File: config.mk
export PLATFORM = sky130hd
export DESIGN_NAME = twi_host
export DESIGN_NICKNAME = d
export VERILOG_FILES = /design/src/core/twi_host_pkg.sv /design/src/core/twi_host.sv /design/src/core/line_sync.sv /design/src/core/bit_timer.sv
export SDC_FILE = /design/constraint.sdc
export NUM_CORES = 1
export LEC_CHECK = 0
export BUFFER_PORTS_ARGS = -buffer_cell sky130_fd_sc_hd__buf_2
export CORE_UTILIZATION = 35
export DETAILED_ROUTE_END_ITERATION = 8
export HOLD_SLACK_MARGIN = 0.12
export SLEW_MARGIN = 20
export SYNTH_ARGS = -nofsm -noshare
export SYNTH_HDL_FRONTEND = slang
export SYNTH_SLANG_ARGS = --single-unit
File: constraint.sdc
create_clock -name clk -period 2.35 [get_ports clk]
set_input_delay 0.47 -clock clk [delete_from_list [all_inputs] [get_ports clk]]
set_output_delay 0.47 -clock clk [all_outputs]
set_load 0.02 [all_outputs]
File: src/core/twi_host_pkg.sv
// Constants and types for the two-wire bus master
package twi_host_pkg;

  // ****************************************
  // Timing
  // ****************************************
  localparam int CLK_HZ     = 100_000_000;
  localparam int SCL_MAX_HZ = 400_000;
  // Quarter of the bus clock period, rounded up so the rate never exceeds the limit
  localparam int QUARTER_CYC = (CLK_HZ + 4 * SCL_MAX_HZ - 1) / (4 * SCL_MAX_HZ);
  localparam int TMR_W       = 8;

  // ****************************************
  // Framing
  // ****************************************
  localparam logic [3:0] LAST_BIT    = 4'h8;
  localparam logic [6:0] GCALL_ADDR  = 7'h00;
  localparam logic [3:0] RSVD_PREFIX = 4'hF;
  localparam logic       DIR_READ    = 1'b1;

  // ****************************************
  // Types
  // ****************************************
  typedef enum logic [1:0]
  {
    CMD_START = 2'h0,
    CMD_WRITE = 2'h1,
    CMD_READ  = 2'h2,
    CMD_STOP  = 2'h3
  } cmd_e;

  typedef enum logic [2:0]
  {
    ST_IDLE  = 3'h0,
    ST_LOW   = 3'h1,
    ST_RISE  = 3'h3,
    ST_HIGH1 = 3'h2,
    ST_HIGH2 = 3'h6,
    ST_FALL  = 3'h7
  } phase_e;

endpackage

File: src/core/twi_host.sv
// Two-wire bus master driving the device through its clock and data pins
`timescale 1ns/1ps
`default_nettype none

// Notes on behaviour
// - Data changes only while clock is low
// - Start and stop are data edges, clock high
// - No start while another master holds bus
// - Repeated start allowed while owning bus
// - Address packet: seven bits, direction, acknowledge
// - Direction one reads, zero writes
// - Addressed slave pulls data low on ninth
// - After address nack only stop or start
// - Address sent most significant bit first
// - All-zero address with write is general call
// - Never general call with read direction
// - Addresses 1111xxx are reserved
// - Data packet: byte then acknowledge, nine clocks
// - Master makes clock, start, stop; receiver acks
// - Receiver nacks its last byte
// - Start directly followed by stop is illegal
// - Wait while slave holds clock low
// - Lines open-drain, only ever pulled low
// - Lose arbitration on high driven, low read; code checks this on address and data bits of writes only
module twi_host
  import twi_host_pkg::*;
#(
  parameter int QUARTER = twi_host_pkg::QUARTER_CYC
) (
  // Clock and reset
  input  wire logic              clk,
  input  wire logic              reset,
  // Command
  input  wire logic              cmd_valid,
  output logic                   cmd_ready,
  input  wire twi_host_pkg::cmd_e cmd_code,
  input  wire logic [7:0]        cmd_data,
  input  wire logic              cmd_nack,
  // Answer
  output var  logic              done,
  output var  logic              refused,
  output var  logic              arb_lost,
  output var  logic              ack_seen,
  output var  logic [7:0]        rd_data,
  output var  logic              bus_busy,
  output var  logic              owner,
  // Bus clock line
  input  wire logic              scl_i,
  output logic                   scl_o,
  output var  logic              scl_oe,
  // Bus data line
  input  wire logic              sda_i,
  output logic                   sda_o,
  output var  logic              sda_oe
);
  import twi_host_pkg::*;

  localparam logic [TMR_W-1:0] TMR_LOAD = TMR_W'(QUARTER - 1);

  phase_e     state;
  cmd_e       kind;
  logic [7:0] shifter;
  logic [3:0] bit_cnt;
  logic       nack_bit;
  logic       after_start;
  logic       addr_nack;
  logic       sda_q;
  logic       scl_s;
  logic       sda_s;
  logic       tmr_load;
  logic       tmr_exp;

  // ****************************************
  // Line synchronisers and phase timer
  // ****************************************
  // sync before detect
  line_sync #(.N(2)) u_sync (
    .clk      (clk),
    .reset    (reset),
    .async_in ({scl_i, sda_i}),
    .sync_out ({scl_s, sda_s})
  );

  bit_timer #(.W(TMR_W)) u_tmr (
    .clk      (clk),
    .reset    (reset),
    .load     (tmr_load),
    .load_val (TMR_LOAD),
    .expired  (tmr_exp)
  );

  // ****************************************
  // Decoding
  // ****************************************
  // pull low only
  assign scl_o = 1'b0;
  assign sda_o = 1'b0;

  wire is_start = (cmd_code == CMD_START);
  wire is_stop  = (cmd_code == CMD_STOP);
  wire is_write = (cmd_code == CMD_WRITE);
  wire is_read  = (cmd_code == CMD_READ);
  wire is_xfer  = is_write | is_read;
  wire gc_read  = (cmd_data[7:1] == GCALL_ADDR) && (cmd_data[0] == DIR_READ);
  wire rsvd     = (cmd_data[7:4] == RSVD_PREFIX);
  wire bad_stop = is_stop && (!owner || after_start);
  wire bad_xfer = is_xfer && (!owner || addr_nack || (is_read && after_start));
  wire bad_addr = is_write && after_start && (gc_read || rsvd);
  wire refuse   = bad_stop || bad_xfer || bad_addr;
  wire blocked  = is_start && bus_busy && !owner;
  assign cmd_ready = (state == ST_IDLE) && !blocked;
  wire take     = cmd_valid && cmd_ready;
  wire go       = take && !refuse;

  wire ack_slot = (bit_cnt == LAST_BIT);
  // Level during low phase and first half of high phase
  wire lvl_first  = (kind == CMD_START) ? 1'b1 :
                    (kind == CMD_STOP)  ? 1'b0 :
                    (kind == CMD_WRITE) ? (ack_slot | shifter[7]) :
                    (ack_slot ? nack_bit : 1'b1);
  wire lvl_second = (kind == CMD_START) ? 1'b0 :
                    (kind == CMD_STOP)  ? 1'b1 : lvl_first;
  wire lost = (state == ST_HIGH1) && tmr_exp && (kind == CMD_WRITE)
              && !ack_slot && lvl_first && !sda_s;
  wire last_fall = (state == ST_FALL) && tmr_exp && ((kind == CMD_START) || ack_slot);
  wire stop_end  = (state == ST_HIGH2) && tmr_exp && (kind == CMD_STOP);
  wire rise_ok   = (state == ST_RISE) && scl_s;
  assign tmr_load = go || rise_ok || (tmr_exp && (state == ST_HIGH1 || state == ST_HIGH2
                    || state == ST_FALL || state == ST_LOW));

  // ****************************************
  // Bus condition detector
  // ****************************************
  wire start_seen = scl_s && sda_q && !sda_s;
  wire stop_seen  = scl_s && !sda_q && sda_s;

  always_ff @(posedge clk)
  begin
    if (reset)
      sda_q <= 1'b1;
    else
      sda_q <= sda_s;
  end

  always_ff @(posedge clk)
  begin
    if (reset)
      bus_busy <= 1'b0;
    else if (start_seen)
      bus_busy <= 1'b1;
    else if (stop_seen)
      bus_busy <= 1'b0;
  end

  // ****************************************
  // Bit sequencer
  // ****************************************
  always_ff @(posedge clk)
  begin
    if (reset)
    begin
      state   <= ST_IDLE;
      scl_oe  <= 1'b0;
      sda_oe  <= 1'b0;
      bit_cnt <= 4'h0;
    end
    else
    begin
      case (state)
        ST_IDLE:
        begin
          bit_cnt <= 4'h0;
          if (go)
            state <= (is_start && !owner) ? ST_RISE : ST_LOW;
        end
        ST_LOW:
        begin
          sda_oe <= ~lvl_first;
          if (tmr_exp)
          begin
            scl_oe <= 1'b0;
            state  <= ST_RISE;
          end
        end
        ST_RISE:
          if (scl_s)
            state <= ST_HIGH1;
        ST_HIGH1:
          if (lost)
          begin
            sda_oe <= 1'b0;
            scl_oe <= 1'b0;
            state  <= ST_IDLE;
          end
          else if (tmr_exp)
          begin
            sda_oe <= ~lvl_second;
            state  <= ST_HIGH2;
          end
        ST_HIGH2:
          if (tmr_exp)
          begin
            scl_oe <= (kind != CMD_STOP);
            state  <= (kind == CMD_STOP) ? ST_IDLE : ST_FALL;
          end
        ST_FALL:
          if (tmr_exp)
          begin
            state   <= last_fall ? ST_IDLE : ST_LOW;
            bit_cnt <= last_fall ? 4'h0 : bit_cnt + 4'h1;
          end
        default:
          state <= ST_IDLE;
      endcase
    end
  end

  // ****************************************
  // Data path
  // ****************************************
  always_ff @(posedge clk)
  begin
    if (reset)
    begin
      kind     <= CMD_START;
      shifter  <= 8'h00;
      nack_bit <= 1'b0;
      ack_seen <= 1'b1;
      rd_data  <= 8'h00;
    end
    else if (go)
    begin
      kind     <= cmd_code;
      shifter  <= cmd_data;
      nack_bit <= cmd_nack;
    end
    else if (state == ST_HIGH1 && tmr_exp)
    begin
      if (ack_slot)
        ack_seen <= sda_s;
      else if (kind == CMD_READ)
        shifter <= {shifter[6:0], sda_s};
    end
    else if (state == ST_FALL && tmr_exp)
    begin
      if (kind == CMD_WRITE && !ack_slot)
        shifter <= {shifter[6:0], 1'b0};
      if (kind == CMD_READ && ack_slot)
        rd_data <= shifter;
    end
  end

  // ****************************************
  // Ownership and answers
  // ****************************************
  always_ff @(posedge clk)
  begin
    if (reset)
    begin
      owner       <= 1'b0;
      after_start <= 1'b0;
      addr_nack   <= 1'b0;
      done        <= 1'b0;
      refused     <= 1'b0;
      arb_lost    <= 1'b0;
    end
    else
    begin
      done     <= (take && refuse) || lost || last_fall || stop_end;
      refused  <= take && refuse;
      arb_lost <= lost;
      if (go && is_start)
        owner <= 1'b1;
      else if (lost || stop_end)
        owner <= 1'b0;
      if (last_fall && kind == CMD_START)
      begin
        after_start <= 1'b1;
        addr_nack   <= 1'b0;
      end
      else if (last_fall && kind == CMD_WRITE)
      begin
        after_start <= 1'b0;
        if (after_start)
          addr_nack <= ack_seen;
      end
      else if (lost || stop_end)
      begin
        after_start <= 1'b0;
        addr_nack   <= 1'b0;
      end
    end
  end
endmodule

`default_nettype wire

File: src/core/line_sync.sv
// Two-stage synchroniser for the bus lines
`timescale 1ns/1ps
`default_nettype none

module line_sync #(
  parameter int N = 2
) (
  // Clock and reset
  input  wire logic         clk,
  input  wire logic         reset,
  // Lines
  input  wire logic [N-1:0] async_in,
  output var  logic [N-1:0] sync_out
);

  logic [N-1:0] meta;

  // ****************************************
  // One pair of flops per line
  // ****************************************
  for (genvar i = 0; i < N; i++)
  begin : g_line
    always_ff @(posedge clk)
    begin
      if (reset)
      begin
        meta[i]     <= 1'b1;
        sync_out[i] <= 1'b1;
      end
      else
      begin
        meta[i]     <= async_in[i];
        sync_out[i] <= meta[i];
      end
    end
  end

endmodule

`default_nettype wire

File: src/core/bit_timer.sv
// Down counter timing the phases of one bus bit
`timescale 1ns/1ps
`default_nettype none

module bit_timer #(
  parameter int W = 8
) (
  // Clock and reset
  input  wire logic         clk,
  input  wire logic         reset,
  // Control
  input  wire logic         load,
  input  wire logic [W-1:0] load_val,
  output logic              expired
);

  logic [W-1:0] count;

  assign expired = (count == '0);

  always_ff @(posedge clk)
  begin
    if (reset)
      count <= '0;
    else if (load)
      count <= load_val;
    else if (!expired)
      count <= count - 1'b1;
  end

endmodule

`default_nettype wire

# After elaboration in Yosys (flattened, before gate mapping)
# Cells that the tools add are included.
# totals
ff_bits	49
in_bits	16
out_inout_bits	19
wordCells	178
# op_classes
addsub	2
n_eq_ne	25
muxes	43
n_bitwise	6
n_reduce_logical	79
# op_table
op	count
8-bit two-way mux	6
1-bit logical AND	33
3-bit two-way mux	8
1-bit two-way mux	20
3-bit one-hot mux with 6 select lines	1
1-bit logical OR	16
2-bit inequality test, second input constant	8
6-bit two-way mux	2
4-bit AND reduction	3
3-bit nonzero test	4
2-bit nonzero test	5
2-bit equality test, second input constant	4
4-bit equality test, second input constant	2
8-bit logical NOT	1
4-bit two-way mux	2
4-bit one-hot mux with 2 select lines	1
8-bit by 1-bit subtractor with 8-bit output, second input constant	1
7-bit logical NOT	1
3-bit by 2-bit equality test with 1-bit output, second input constant	2
3-bit equality test, second input constant	2
1-bit logical NOT	6
3-bit inequality test, second input constant	2
2-bit AND reduction	3
6-bit AND reduction	1
14 further kinds	21

# Logic depth before layout (Yosys ltp)
# Gate-level depths: netlist (run 1).
# logic_depth
word_depth	11
ltp_mapped	9

# By module
# A second synthesis (run 1) with hierarchy kept.
# hier_totals
cells_unflattened	296
hier_area_um2	2610.0
# by_module_without_submodules
mod	instances	cells_each	area_each_um2	seq_area_each_um2
twi_host	1	231	2025.7	740.7
bit_timer	1	57	479.2	160.2
line_sync	1	8	105.1	80.1

# Least setup slack after synthesis (run 1)
# Ideal clock, no wire load.
# synth_timing
kind	input-to-reg
startpoint	in cmd_code[0]
endpoint	reg shifter[1]
setup_ps	70
arrival_ps	2000
t_required_ps	2280
setup_slack_ps	279
cell_stages	9
path_buffers	1
cell_sequence	inv_1 -> ha_1 -> nor3b_1 -> a311oi_1 -> a311oi_4 -> o2bb2ai_2 -> or2_1 -> clkbuf_1 -> o2bb2ai_1
# synth_via
elab_chain_len	10
# synth_lines
element	line	source
start, declared	twi_host.sv:36	input wire twi_host_pkg::cmd_e cmd_code,
2-bit equality test	twi_host.sv:102	wire is_read = (cmd_code == CMD_READ);
1-bit logical AND	twi_host.sv:107	wire bad_xfer = is_xfer && (!owner || addr_nack || (is_read && after_start));
1-bit logical OR	twi_host.sv:107	
1-bit logical AND	twi_host.sv:107	
1-bit logical OR (2 in a row)	twi_host.sv:109	wire refuse = bad_stop || bad_xfer || bad_addr;
1-bit logical NOT	twi_host.sv:113	wire go = take && !refuse;
1-bit logical AND *	twi_host.sv:113	
3-bit by 2-bit inequality test with 1-bit output (no line), or another cell as far along	n/a	
4-bit AND reduction (no line)	n/a	
end signal, assigned	twi_host.sv:234	shifter <= cmd_data;
end signal, assigned	twi_host.sv:242	shifter <= {shifter[6:0], sda_s};
end signal, assigned	twi_host.sv:247	shifter <= {shifter[6:0], 1'b0};
end, declared	twi_host.sv:62	logic [7:0] shifter;
# Mark *: on every way between the ends. The rest lies on a longest branch, timed or not.
# A chain may end at the register's enable or synchronous reset.

# Worst setup path in the final report (run 1)
# layout_timing
startpoint	reg u_tmr.count[1]
endpoint	reg rd_data[5]
# layout_via
elab_chain_len	4
# layout_lines
element	line	source
start, declared	bit_timer.sv:17	logic [W-1:0] count;
start signal, assigned	bit_timer.sv:26	count <= load_val;
start signal, assigned	bit_timer.sv:28	count <= count - 1'b1;
8-bit logical NOT *	bit_timer.sv:19	assign expired = (count == '0);
1-bit logical AND	twi_host.sv:237	else if (state == ST_HIGH1 && tmr_exp)
1-bit NOT (no line)	n/a	
4-bit AND reduction (no line) *	n/a	
end signal, assigned	twi_host.sv:249	rd_data <= shifter;
end, declared	twi_host.sv:44	output var logic [7:0] rd_data,
# Marked as above.

==> qor.yml, run 1 <==
outcome: "completed"
r2r_start: "u_tmr.count[1]"
hold_viol: 0
max_freq_mhz: 457
die_w_um: 87.3
overflow: 0
setup_viol: 0
numCtsBuffers: 5
core-area_mm2: 0.00691
clk_path_buf_depth: 2
wl_per_cell_um: 13.6
netlist_top_cells_area: "dfxtp_1 39%, mux2i_1 7.9%, nor2_1 4.9%"
gp_congestion: 0.848
total_power_mw: 2.92
powerDensity_mw_per_mm2: 954
fin_nets: 354
viasPerCell: 5.05
rows: 30
criticalPathCategory: "reg -> reg"
hold_path.class: "in -> reg"
fp.dieH_um: 87.3
h-tree-depth: 2
layout_common_cells: "49 x dfxtp_1, 33 x nor2_1, 32 x buf_2"
antenna_found_initial: 0
drc: 0
synth-main-ff-cell: "dfxtp_1"
ys_warn_count: 0
grt_start_max_net_pins: 23
crit_fanout: 8
clock-sinks: 49
syn2layout_area_growth_pct: 20.2
ys_seq_area_share_pct: 38.5
r2r_setup_slack_ps: 160
peakVddDrop_uv: 277
antenna_cells: 0
async_flop_share_pct: 0
layout_min_cycle_time_ps: 2190
grt_pass1_vias: 1967
clk_pin_slew_ps: 90
synth_edf_count: 0
holdPathEnd: "u_sync.meta[1]"
placed_cells: 419
cts_setup_buffers: 0
drv_cap: 0
synth_cell_types: 58
layout_commonest_cell: "dfxtp_1"
layout-drive-gt1-share_pct: 25.1
cp-end-kind: "register"
clk-insertion-delay-late_ps: 310
syn_inst: 281
syn_area_per_cell_um2: 9.06
start_util_pct: 36.9
netlist_area_mm2: 0.00255
finalCritPeriodShare_pct: 93.2
multi_input_area_mm2: 0.00146
critPathRequiredTime_ps: 2540
hp-start: "scl_i"
grt_pass1_wl_um: 9590
synth_largest_area_cell: "dfxtp_1"
cp_data_arrival_time_ps: 2380
ant_nets: 0
max_slew_margin_pct: 58.8
drt-initial-drc-count: 130
worst_pin_slew_ps: 611
track_usage_pct: 16.3
die-area_mm2: 0.00762
cpPeakStageDelay_ps: 510
synth_top_area_share_pct: 38.5
rr_worst_depth: 9
fillerInstances: 695
first_pass_iters: 4
vias: 2156
final_cells: 427
dp_hpwl_um: 4330
leakagePower_nw: 1.27
register_area_um2: 981
wl_um: 5820
drv_slew: 0
io_pins: 35
start_kind: "register"
synth_seq_cells: 49
io_buffers: 32
worstPathCellList: "inv_1, ha_1, or4b_4, nor4_1, buf_4, nand4b_1, buf_6, mux2i_1, nor2_1"
crit_slowest_cell: "or4b_4"
skew_ps: 10.3
min_delay_path_depth: 2
cts_tree: "done"
cts_root_buf: "clkbuf_8"
timing.rr.end: "rd_data[5]"
rsz0062_at_grt: "no"
[worst max-delay path by stage]
stage                    from  cells after the start    endpoint
6_report       u_tmr.count[1]                      9  rd_data[5]
4_1_cts        u_tmr.count[1]                      9  rd_data[5]
2_1_floorplan     cmd_code[0]                      9  shifter[1]
5_1_grt        u_tmr.count[1]                      9  rd_data[1]
3_3_place_gp      cmd_code[0]                     10  shifter[2]
3_5_place_dp      cmd_code[0]                     10  shifter[2]
[through the flow]
stage	util, %	setup WS, ps	area (µm²)	hold WS (ps)	setup TNS, ps
2_1_floorplan	-	279	2550	389	0
3_3_place_gp	42.6	23.8	2940	397	0
3_5_place_dp	42.6	-15.1	2940	399	-40.7
4_1_cts	44.3	140	3060	330	0
5_1_grt	44.3	6.77	3060	338	0
6_report	44.3	160	3060	341	0
[cells in the mapped netlist, types with 5 or more instances]
| cell | number |
|---|---|
| nand2b_1 | 7 |
| clkbuf_1 | 9 |
| ha_1 | 8 |
| nor3_1 | 9 |
| a21oi_1 | 15 |
| or2_2 | 6 |
| nand3b_1 | 5 |
| nand4_1 | 6 |
| o21ai_0 | 6 |
| nand3_1 | 6 |
| nor2_1 | 33 |
| o2bb2ai_1 | 7 |
| xnor2_1 | 5 |
| nand2_1 | 16 |
| mux2i_1 | 20 |
| inv_1 | 9 |
| dfxtp_1 | 49 |
[where the power goes]
part	switching [mW]	leakage, nW	internal [mW]
Sequential	0.138	0.399	0.945
Clock	0.300	0.0543	0.319
Combinational	0.645	0.821	0.572
[cell families after synthesis]
family          share of synthesized area [%]
mux                                      8.89
simple gates                             25.6
other cells                             0.147
flops                                    38.5
buf+inv                                  4.32
fa+ha+maj                                3.93
compound gates                           16.2
xor+xnor                                 2.41
[repair_timing]
item,in CTS,in global routing
resized for setup,0,1
endpoints found under the setup margin,0,6
hold buffers,0,0
[sequential cells by signal, indices dropped and copies added (netlist names)]
register and count:
sda_oe 1, done 1, nack_bit 1, bus_busy 1, u_tmr.count 8, state 3, kind 2, ack_seen 1
after_start 1, arb_lost 1, u_sync.meta 2, bit_cnt 4, sda_q 1, addr_nack 1, rd_data 8, refused 1
scl_oe 1, shifter 8, owner 1, u_sync.sync_out 2
[cell type report]
| type | count | share of cell area (%) |
|---|---|---|
| multi-input combinational | 208 | 47.7 |
| clock inverter | 3 | 1.51 |
| timing repair buffer | 57 | 11.5 |
| inverter | 9 | 1.10 |
| tap | 96 | 3.92 |
| sequential | 49 | 32.1 |
| clock buffer | 5 | 2.25 |
[critical path: cells and delay by family (launching register included)]
family                   cells  cell delay, ps
multiplexers                 1             150
flip-flops                   1             330
adder cells (fa/ha/maj)      1             170
AND/OR/NAND/NOR              4             970
buffers and inverters        3             450
[metal layers]
layer	track usage [%]	routed length (µm)	part of all wire (%)
met2	25.1	2550	44
met4	4.77	66	1.1
met1	22.7	2970	51
met5	0	0	0
met3	3.89	231	4.0
Note: power is estimated with default switching activity, not from simulation.
==> inputs of run 2 (changes only) <==
--- a/config.mk
+++ b/config.mk
@@ -7,2 +7,3 @@
 export LEC_CHECK = 0
+export ABC_AREA = 1
 export BUFFER_PORTS_ARGS = -buffer_cell sky130_fd_sc_hd__buf_2
@@ -11,2 +12,3 @@
 export HOLD_SLACK_MARGIN = 0.12
+export SETUP_SLACK_MARGIN = 0.02
 export SLEW_MARGIN = 20
==> constraint.sdc (replaced) <==
create_clock -name clk -period 2.35 [get_ports clk]
set_input_delay 0 -clock clk [delete_from_list [all_inputs] [get_ports clk]]
set_output_delay 0 -clock clk [all_outputs]
set_load 0.02 [all_outputs]
==> run 2 against run 1 <==
  * Die area is 2.6% higher
  * First-iteration DRC count is 11% lower
  * Worst setup slack improved by 71 ps
  * Non-clock buffer count shrank 9
  * Global-route usage is 0.56 points lower
  * Synthesized area is 2.7% higher
==> qor.yml, run 2 <==
wl_per_cell_um: 10.8
synth_top_area_share_pct: 37.5
setup_viol: 0
cts_root_buf: "clkbuf_8"
clk_path_buf_depth: 2
synth_seq_cells: 49
fp.dieH_um: 88.4
layout_common_cells: "82 x nand2_1, 57 x inv_1, 49 x dfxtp_1"
start_kind: "register"
crit_fanout: 8
syn2layout_area_growth_pct: 17.8
criticalPathCategory: "reg -> reg"
hold_viol: 0
post-route-util_pct: 42.5
clk-insertion-delay-late_ps: 310
top_regs: "rd_data: 8 flops, shifter: 8 flops, u_tmr.count: 8 flops"
drv_cap: 0
antenna_found_initial: 0
synth_commonest_cells: "82 x nand2_1, 57 x inv_1, 49 x dfxtp_1, 49 x nor2_1, 30 x o21ai_0"
antenna_cells: 0
wl_um: 5650
timing.rr.end: "owner"
synth_largest_area_cell: "dfxtp_1"
final_cells: 524
ys_warn_count: 0
dp_hpwl_um: 4180
die-area_mm2: 0.00782
endpoint: "owner"
drc: 0
layout_min_cycle_time_ps: 2120
powerDensity_mw_per_mm2: 935
async_flop_share_pct: 0
fin_area_mm2: 0.00308
leakagePower_nw: 1.58
finalCritPeriodShare_pct: 90.2
first_pass_iters: 4
io_buffers: 32
min_delay_path_depth: 5
cp-end-kind: "register"
r2r_setup_slack_ps: 230
viasPerCell: 4.44
die_w_um: 88.4
place_area_mm2: 0.00285
clk_pin_slew_ps: 90
outcome: "completed"
rsz0062_at_grt: "no"
layout_commonest_cell: "nand2_1"
fin_nets: 448
final.setup.tns_ps: 0
clock-sinks: 49
skew_ps: 8.72
numCtsBuffers: 5
synth-main-ff-cell: "dfxtp_1"
ys_seq_area_share_pct: 37.5
track_usage_pct: 15.8
max_freq_mhz: 472
cp_data_arrival_time_ps: 2320
io_pins: 35
synth_edf_count: 0
start_util_pct: 36.1
core-area_mm2: 0.00725
r2r_start: "u_tmr.count[0]"
netlist_area_mm2: 0.00262
grt_pass1_vias: 2102
rows: 31
post-place-ws_ps: 512
cts_setup_buffers: 0
syn_inst: 378
grt_start_max_net_pins: 33
yosys.cell_count.top_type: "nand2_1"
overflow: 0
ant_nets: 0
cp-startpoint: "u_tmr.count[0]"
syn_area_per_cell_um2: 6.92
worstPathCellList: "inv_1, ha_1, nand2_1, nor2_2, nand2_4, inv_1, nand2_1, nand3_1, a21oi_1, dlygate4sd3_1"
crit_slowest_cell: "dlygate4sd3_1"
cts_tree: "done"
layout-drive-gt1-share_pct: 17.4
vias: 2326
placed_cells: 502
drt-initial-drc-count: 116
critPathRequiredTime_ps: 2550
grt_pass1_wl_um: 9590
synth_cell_types: 37
netlist_top_cells_area: "dfxtp_1 38%, nand2_1 12%, inv_1 8.2%"
gp_congestion: 0.864
drv_slew: 0
h-tree-depth: 2
hold_path.class: "in -> reg"
rr_worst_depth: 10
worst_slack_ps: 231
peakVddDrop_uv: 268
cpPeakStageDelay_ps: 550
-- run 2: what timing repair did --
item / CTS / global route
setup endpoints to repair: 0 / 1
gates resized for setup: 0 / 1
hold buffers: 14 / 0
hold endpoints to repair: 17 / 0
-- run 2: how the worst min path moves through the flow --
stage | startpoint | to | slack, ps
final | cmd_data[4] | shifter[4] | 130
after global routing | cmd_data[7] | shifter[7] | 170
after CTS | cmd_data[4] | shifter[4] | 120
after detailed placement | scl_i | u_sync.meta[1] | 190
after global placement | scl_i | u_sync.meta[1] | 180
after floorplan | sda_i | u_sync.meta[0] | 100
-- run 2: logic make-up (layout without fill, tap and decap cells) --
| logic type | Yosys count | in the layout | synth area share [%] |
|---|---|---|---|
| other cells | 1 | 2 | 0.143 |
| compound gates | 65 | 65 | 13.9 |
| flops | 49 | 49 | 37.5 |
| xor+xnor | 5 | 5 | 1.67 |
| buf+inv | 75 | 121 | 11.8 |
| fa+ha+maj | 8 | 8 | 3.83 |
| simple gates | 175 | 175 | 31.1 |
-- run 2: worst max-delay path: cells and delay by family (launching register included) --
kind                     cells  cell delay (ps)
buffers and inverters        3              840
AO/OA/AOI/OAI                1               60
AND/OR/NAND/NOR              5              640
flip-flops                   1              330
adder cells (fa/ha/maj)      1              150
-- run 2: layout make-up --
type,instances,area [µm²]
clock inverters,2,13.8
clock buffers,6,72.6
fillers,785,4170
repair buffers,48,315
inverters,65,244
flip-flops and latches,49,981
multi-input cells,255,1330
well taps,99,124
-- run 2: metal layers --
metal	vias up	track usage (%)	wire length [µm]
li1	1266	-	-
met4	0	4.40	42
met1	1023	21.9	2910
met3	3	2.80	168
met2	34	25.2	2540
met5	-	0	0
-- run 2: through the flow --
| step | power (mW) | hold slack (ps) |
|---|---|---|
| detailed placement | 2.37 | 192 |
| finish | 2.88 | 128 |
| global route | 3.17 | 168 |
| global placement | 2.37 | 183 |
| CTS | 2.91 | 122 |
| floorplan | 2.12 | 104 |
-- run 2: power by group --
group | leakage, nW | internal (mW) | total (mW) | switching, mW
Combinational | 1.13 | 0.442 | 1.25 | 0.808
Sequential | 0.401 | 0.994 | 1.13 | 0.135
Clock | 0.0456 | 0.213 | 0.504 | 0.291
Total | 1.58 | 1.65 | 2.88 | 1.23
==> inputs of run 3 (changes only) <==
- clock period: 2.35 -> 2.7 ns (I/O delays scaled with it)
==> run 3 against run 2 <==
  * Sequential power decreased by 13%
  * Largest cell class unchanged
  * Total power decreased by 13%
  * Wire length increased by 0.80%
  * Sequential share of layout area up 0.31 points
  * Core utilization down 0.41 points
  * Critical path depth unchanged
  * Global-route usage about the same
  * Worst hold slack got worse by 1.4 ps
  * Design area fell by 0.97%
  * Non-clock buffer count is 3 lower
==> qor.yml, run 3 (synthesized netlist as in run 2, its figures left out) <==
layout_min_cycle_time_ps: 2080
cp-end-kind: "register"
wl_per_cell_um: 10.9
clk-insertion-delay-late_ps: 300
cts_setup_buffers: 0
hold_viol: 0
dp_hpwl_um: 4290
hold_path.class: "in -> reg"
gp_congestion: 0.891
io_pins: 35
antenna_found_initial: 0
register_area_um2: 981
post-place-ws_ps: 759
max_freq_mhz: 481
cts-resized-gates: 0
fp.dieH_um: 88.4
peakVddDrop_uv: 366
drv_slew: 0
syn2layout_area_growth_pct: 16.7
multi_input_area_mm2: 0.00133
skew_ps: 10.0
critPathRequiredTime_ps: 2910
fillerInstances: 775
place_area_mm2: 0.00285
rsz0062_at_grt: "no"
overflow: 0
fin_area_mm2: 0.00305
clk_path_buf_depth: 2
core-area_mm2: 0.00725
die_w_um: 88.4
top_regs: "rd_data: 8 flops, shifter: 8 flops, u_tmr.count: 8 flops"
start_util_pct: 36.1
viasPerCell: 4.49
grt_pass1_vias: 2209
powerDensity_mw_per_mm2: 820
drt-initial-drc-count: 166
track_usage_pct: 15.7
layout-drive-gt1-share_pct: 17.1
leakagePower_nw: 1.56
total_power_mw: 2.50
drv_cap: 0
cts_tree: "done"
rows: 31
first_pass_iters: 4
cp_data_arrival_time_ps: 2280
fin_nets: 445
clk_pin_slew_ps: 100
ant_nets: 0
outcome: "completed"
post-route-util_pct: 42.1
grt_pass1_wl_um: 9590
layout_common_cells: "82 x nand2_1, 57 x inv_1, 49 x nor2_1, 49 x dfxtp_1, 32 x buf_2"
vias: 2339
clock-sinks: 49
wl_um: 5700
grt_start_max_net_pins: 33
drc: 0
layout_commonest_cell: "nand2_1"
numCtsBuffers: 5
cts_root_buf: "clkbuf_8"
criticalPathCategory: "in -> reg"
h-tree-depth: 2
finalCritPeriodShare_pct: 77.0
die-area_mm2: 0.00782
io_buffers: 32
worst_slack_ps: 622
crit_fanout: 24
start_kind: "input port"
antenna_cells: 0
final.setup.tns_ps: 0
setup_viol: 0
run 3: changes by cell type in the layout (fill, tap and decap cells not counted), sizes merged:
cell	before	now
dlygate4sd3	14	12
buf	34	33
run 3: cell type report:
cell class              instances  share of cell area (%)
inverters                      65                    8.00
flip-flops and latches         49                    32.1
clock inverters                 2                   0.451
well taps                      99                    4.06
multi-input cells             255                    43.5
clock buffers                   6                    2.38
repair buffers                 45                    9.43
run 3: where the power goes:
part           internal [mW]  switching [mW]  leakage [nW]
clock                  0.185           0.251        0.0456
sequential             0.865           0.119         0.401
combinational          0.380           0.703          1.12
run 3: final timing paths:
kind                  startpoint            endpoint  slack (ps)  cells past startpoint
hold reg to reg   u_sync.meta[0]  u_sync.sync_out[0]         420                      1
setup reg to reg        state[2]          shifter[6]         740                     10
setup / recovery     cmd_code[0]          shifter[6]         620                     10
hold / removal       cmd_data[5]          shifter[5]         130                      5
run 3: layer usage:
metal | part of all wire, % | GRT usage [%]
met1 | 48 | 20.7
met3 | 4.3 | 3.08
met5 | 0 | 0
met2 | 46 | 26.0
met4 | 1.6 | 4.99
run 3: timing repair:
action / CTS / global route
endpoints found under the hold margin: 15 / 0
hold buffers: 12 / 0
endpoints found under the setup margin: 0 / 0
run 3: critical path, cell delays in order:
cell and delay (ps):
dlygate4sd3_1 520, buf_2 140, inv_1 70, ha_1 290
a21oi_1 260, nand3_2 400, nand3_2 180, nand2_2 200
nor2_1 160, nor2_1 60
run 3: through the flow:
| step | hold slack [ps] | instances |
|---|---|---|
| 2_1_floorplan | 104 | 379 |
| 5_1_grt | 151 | 521 |
| 6_report | 126 | 521 |
| 4_1_cts | 125 | 521 |
| 3_3_place_gp | 184 | 501 |
| 3_5_place_dp | 189 | 501 |
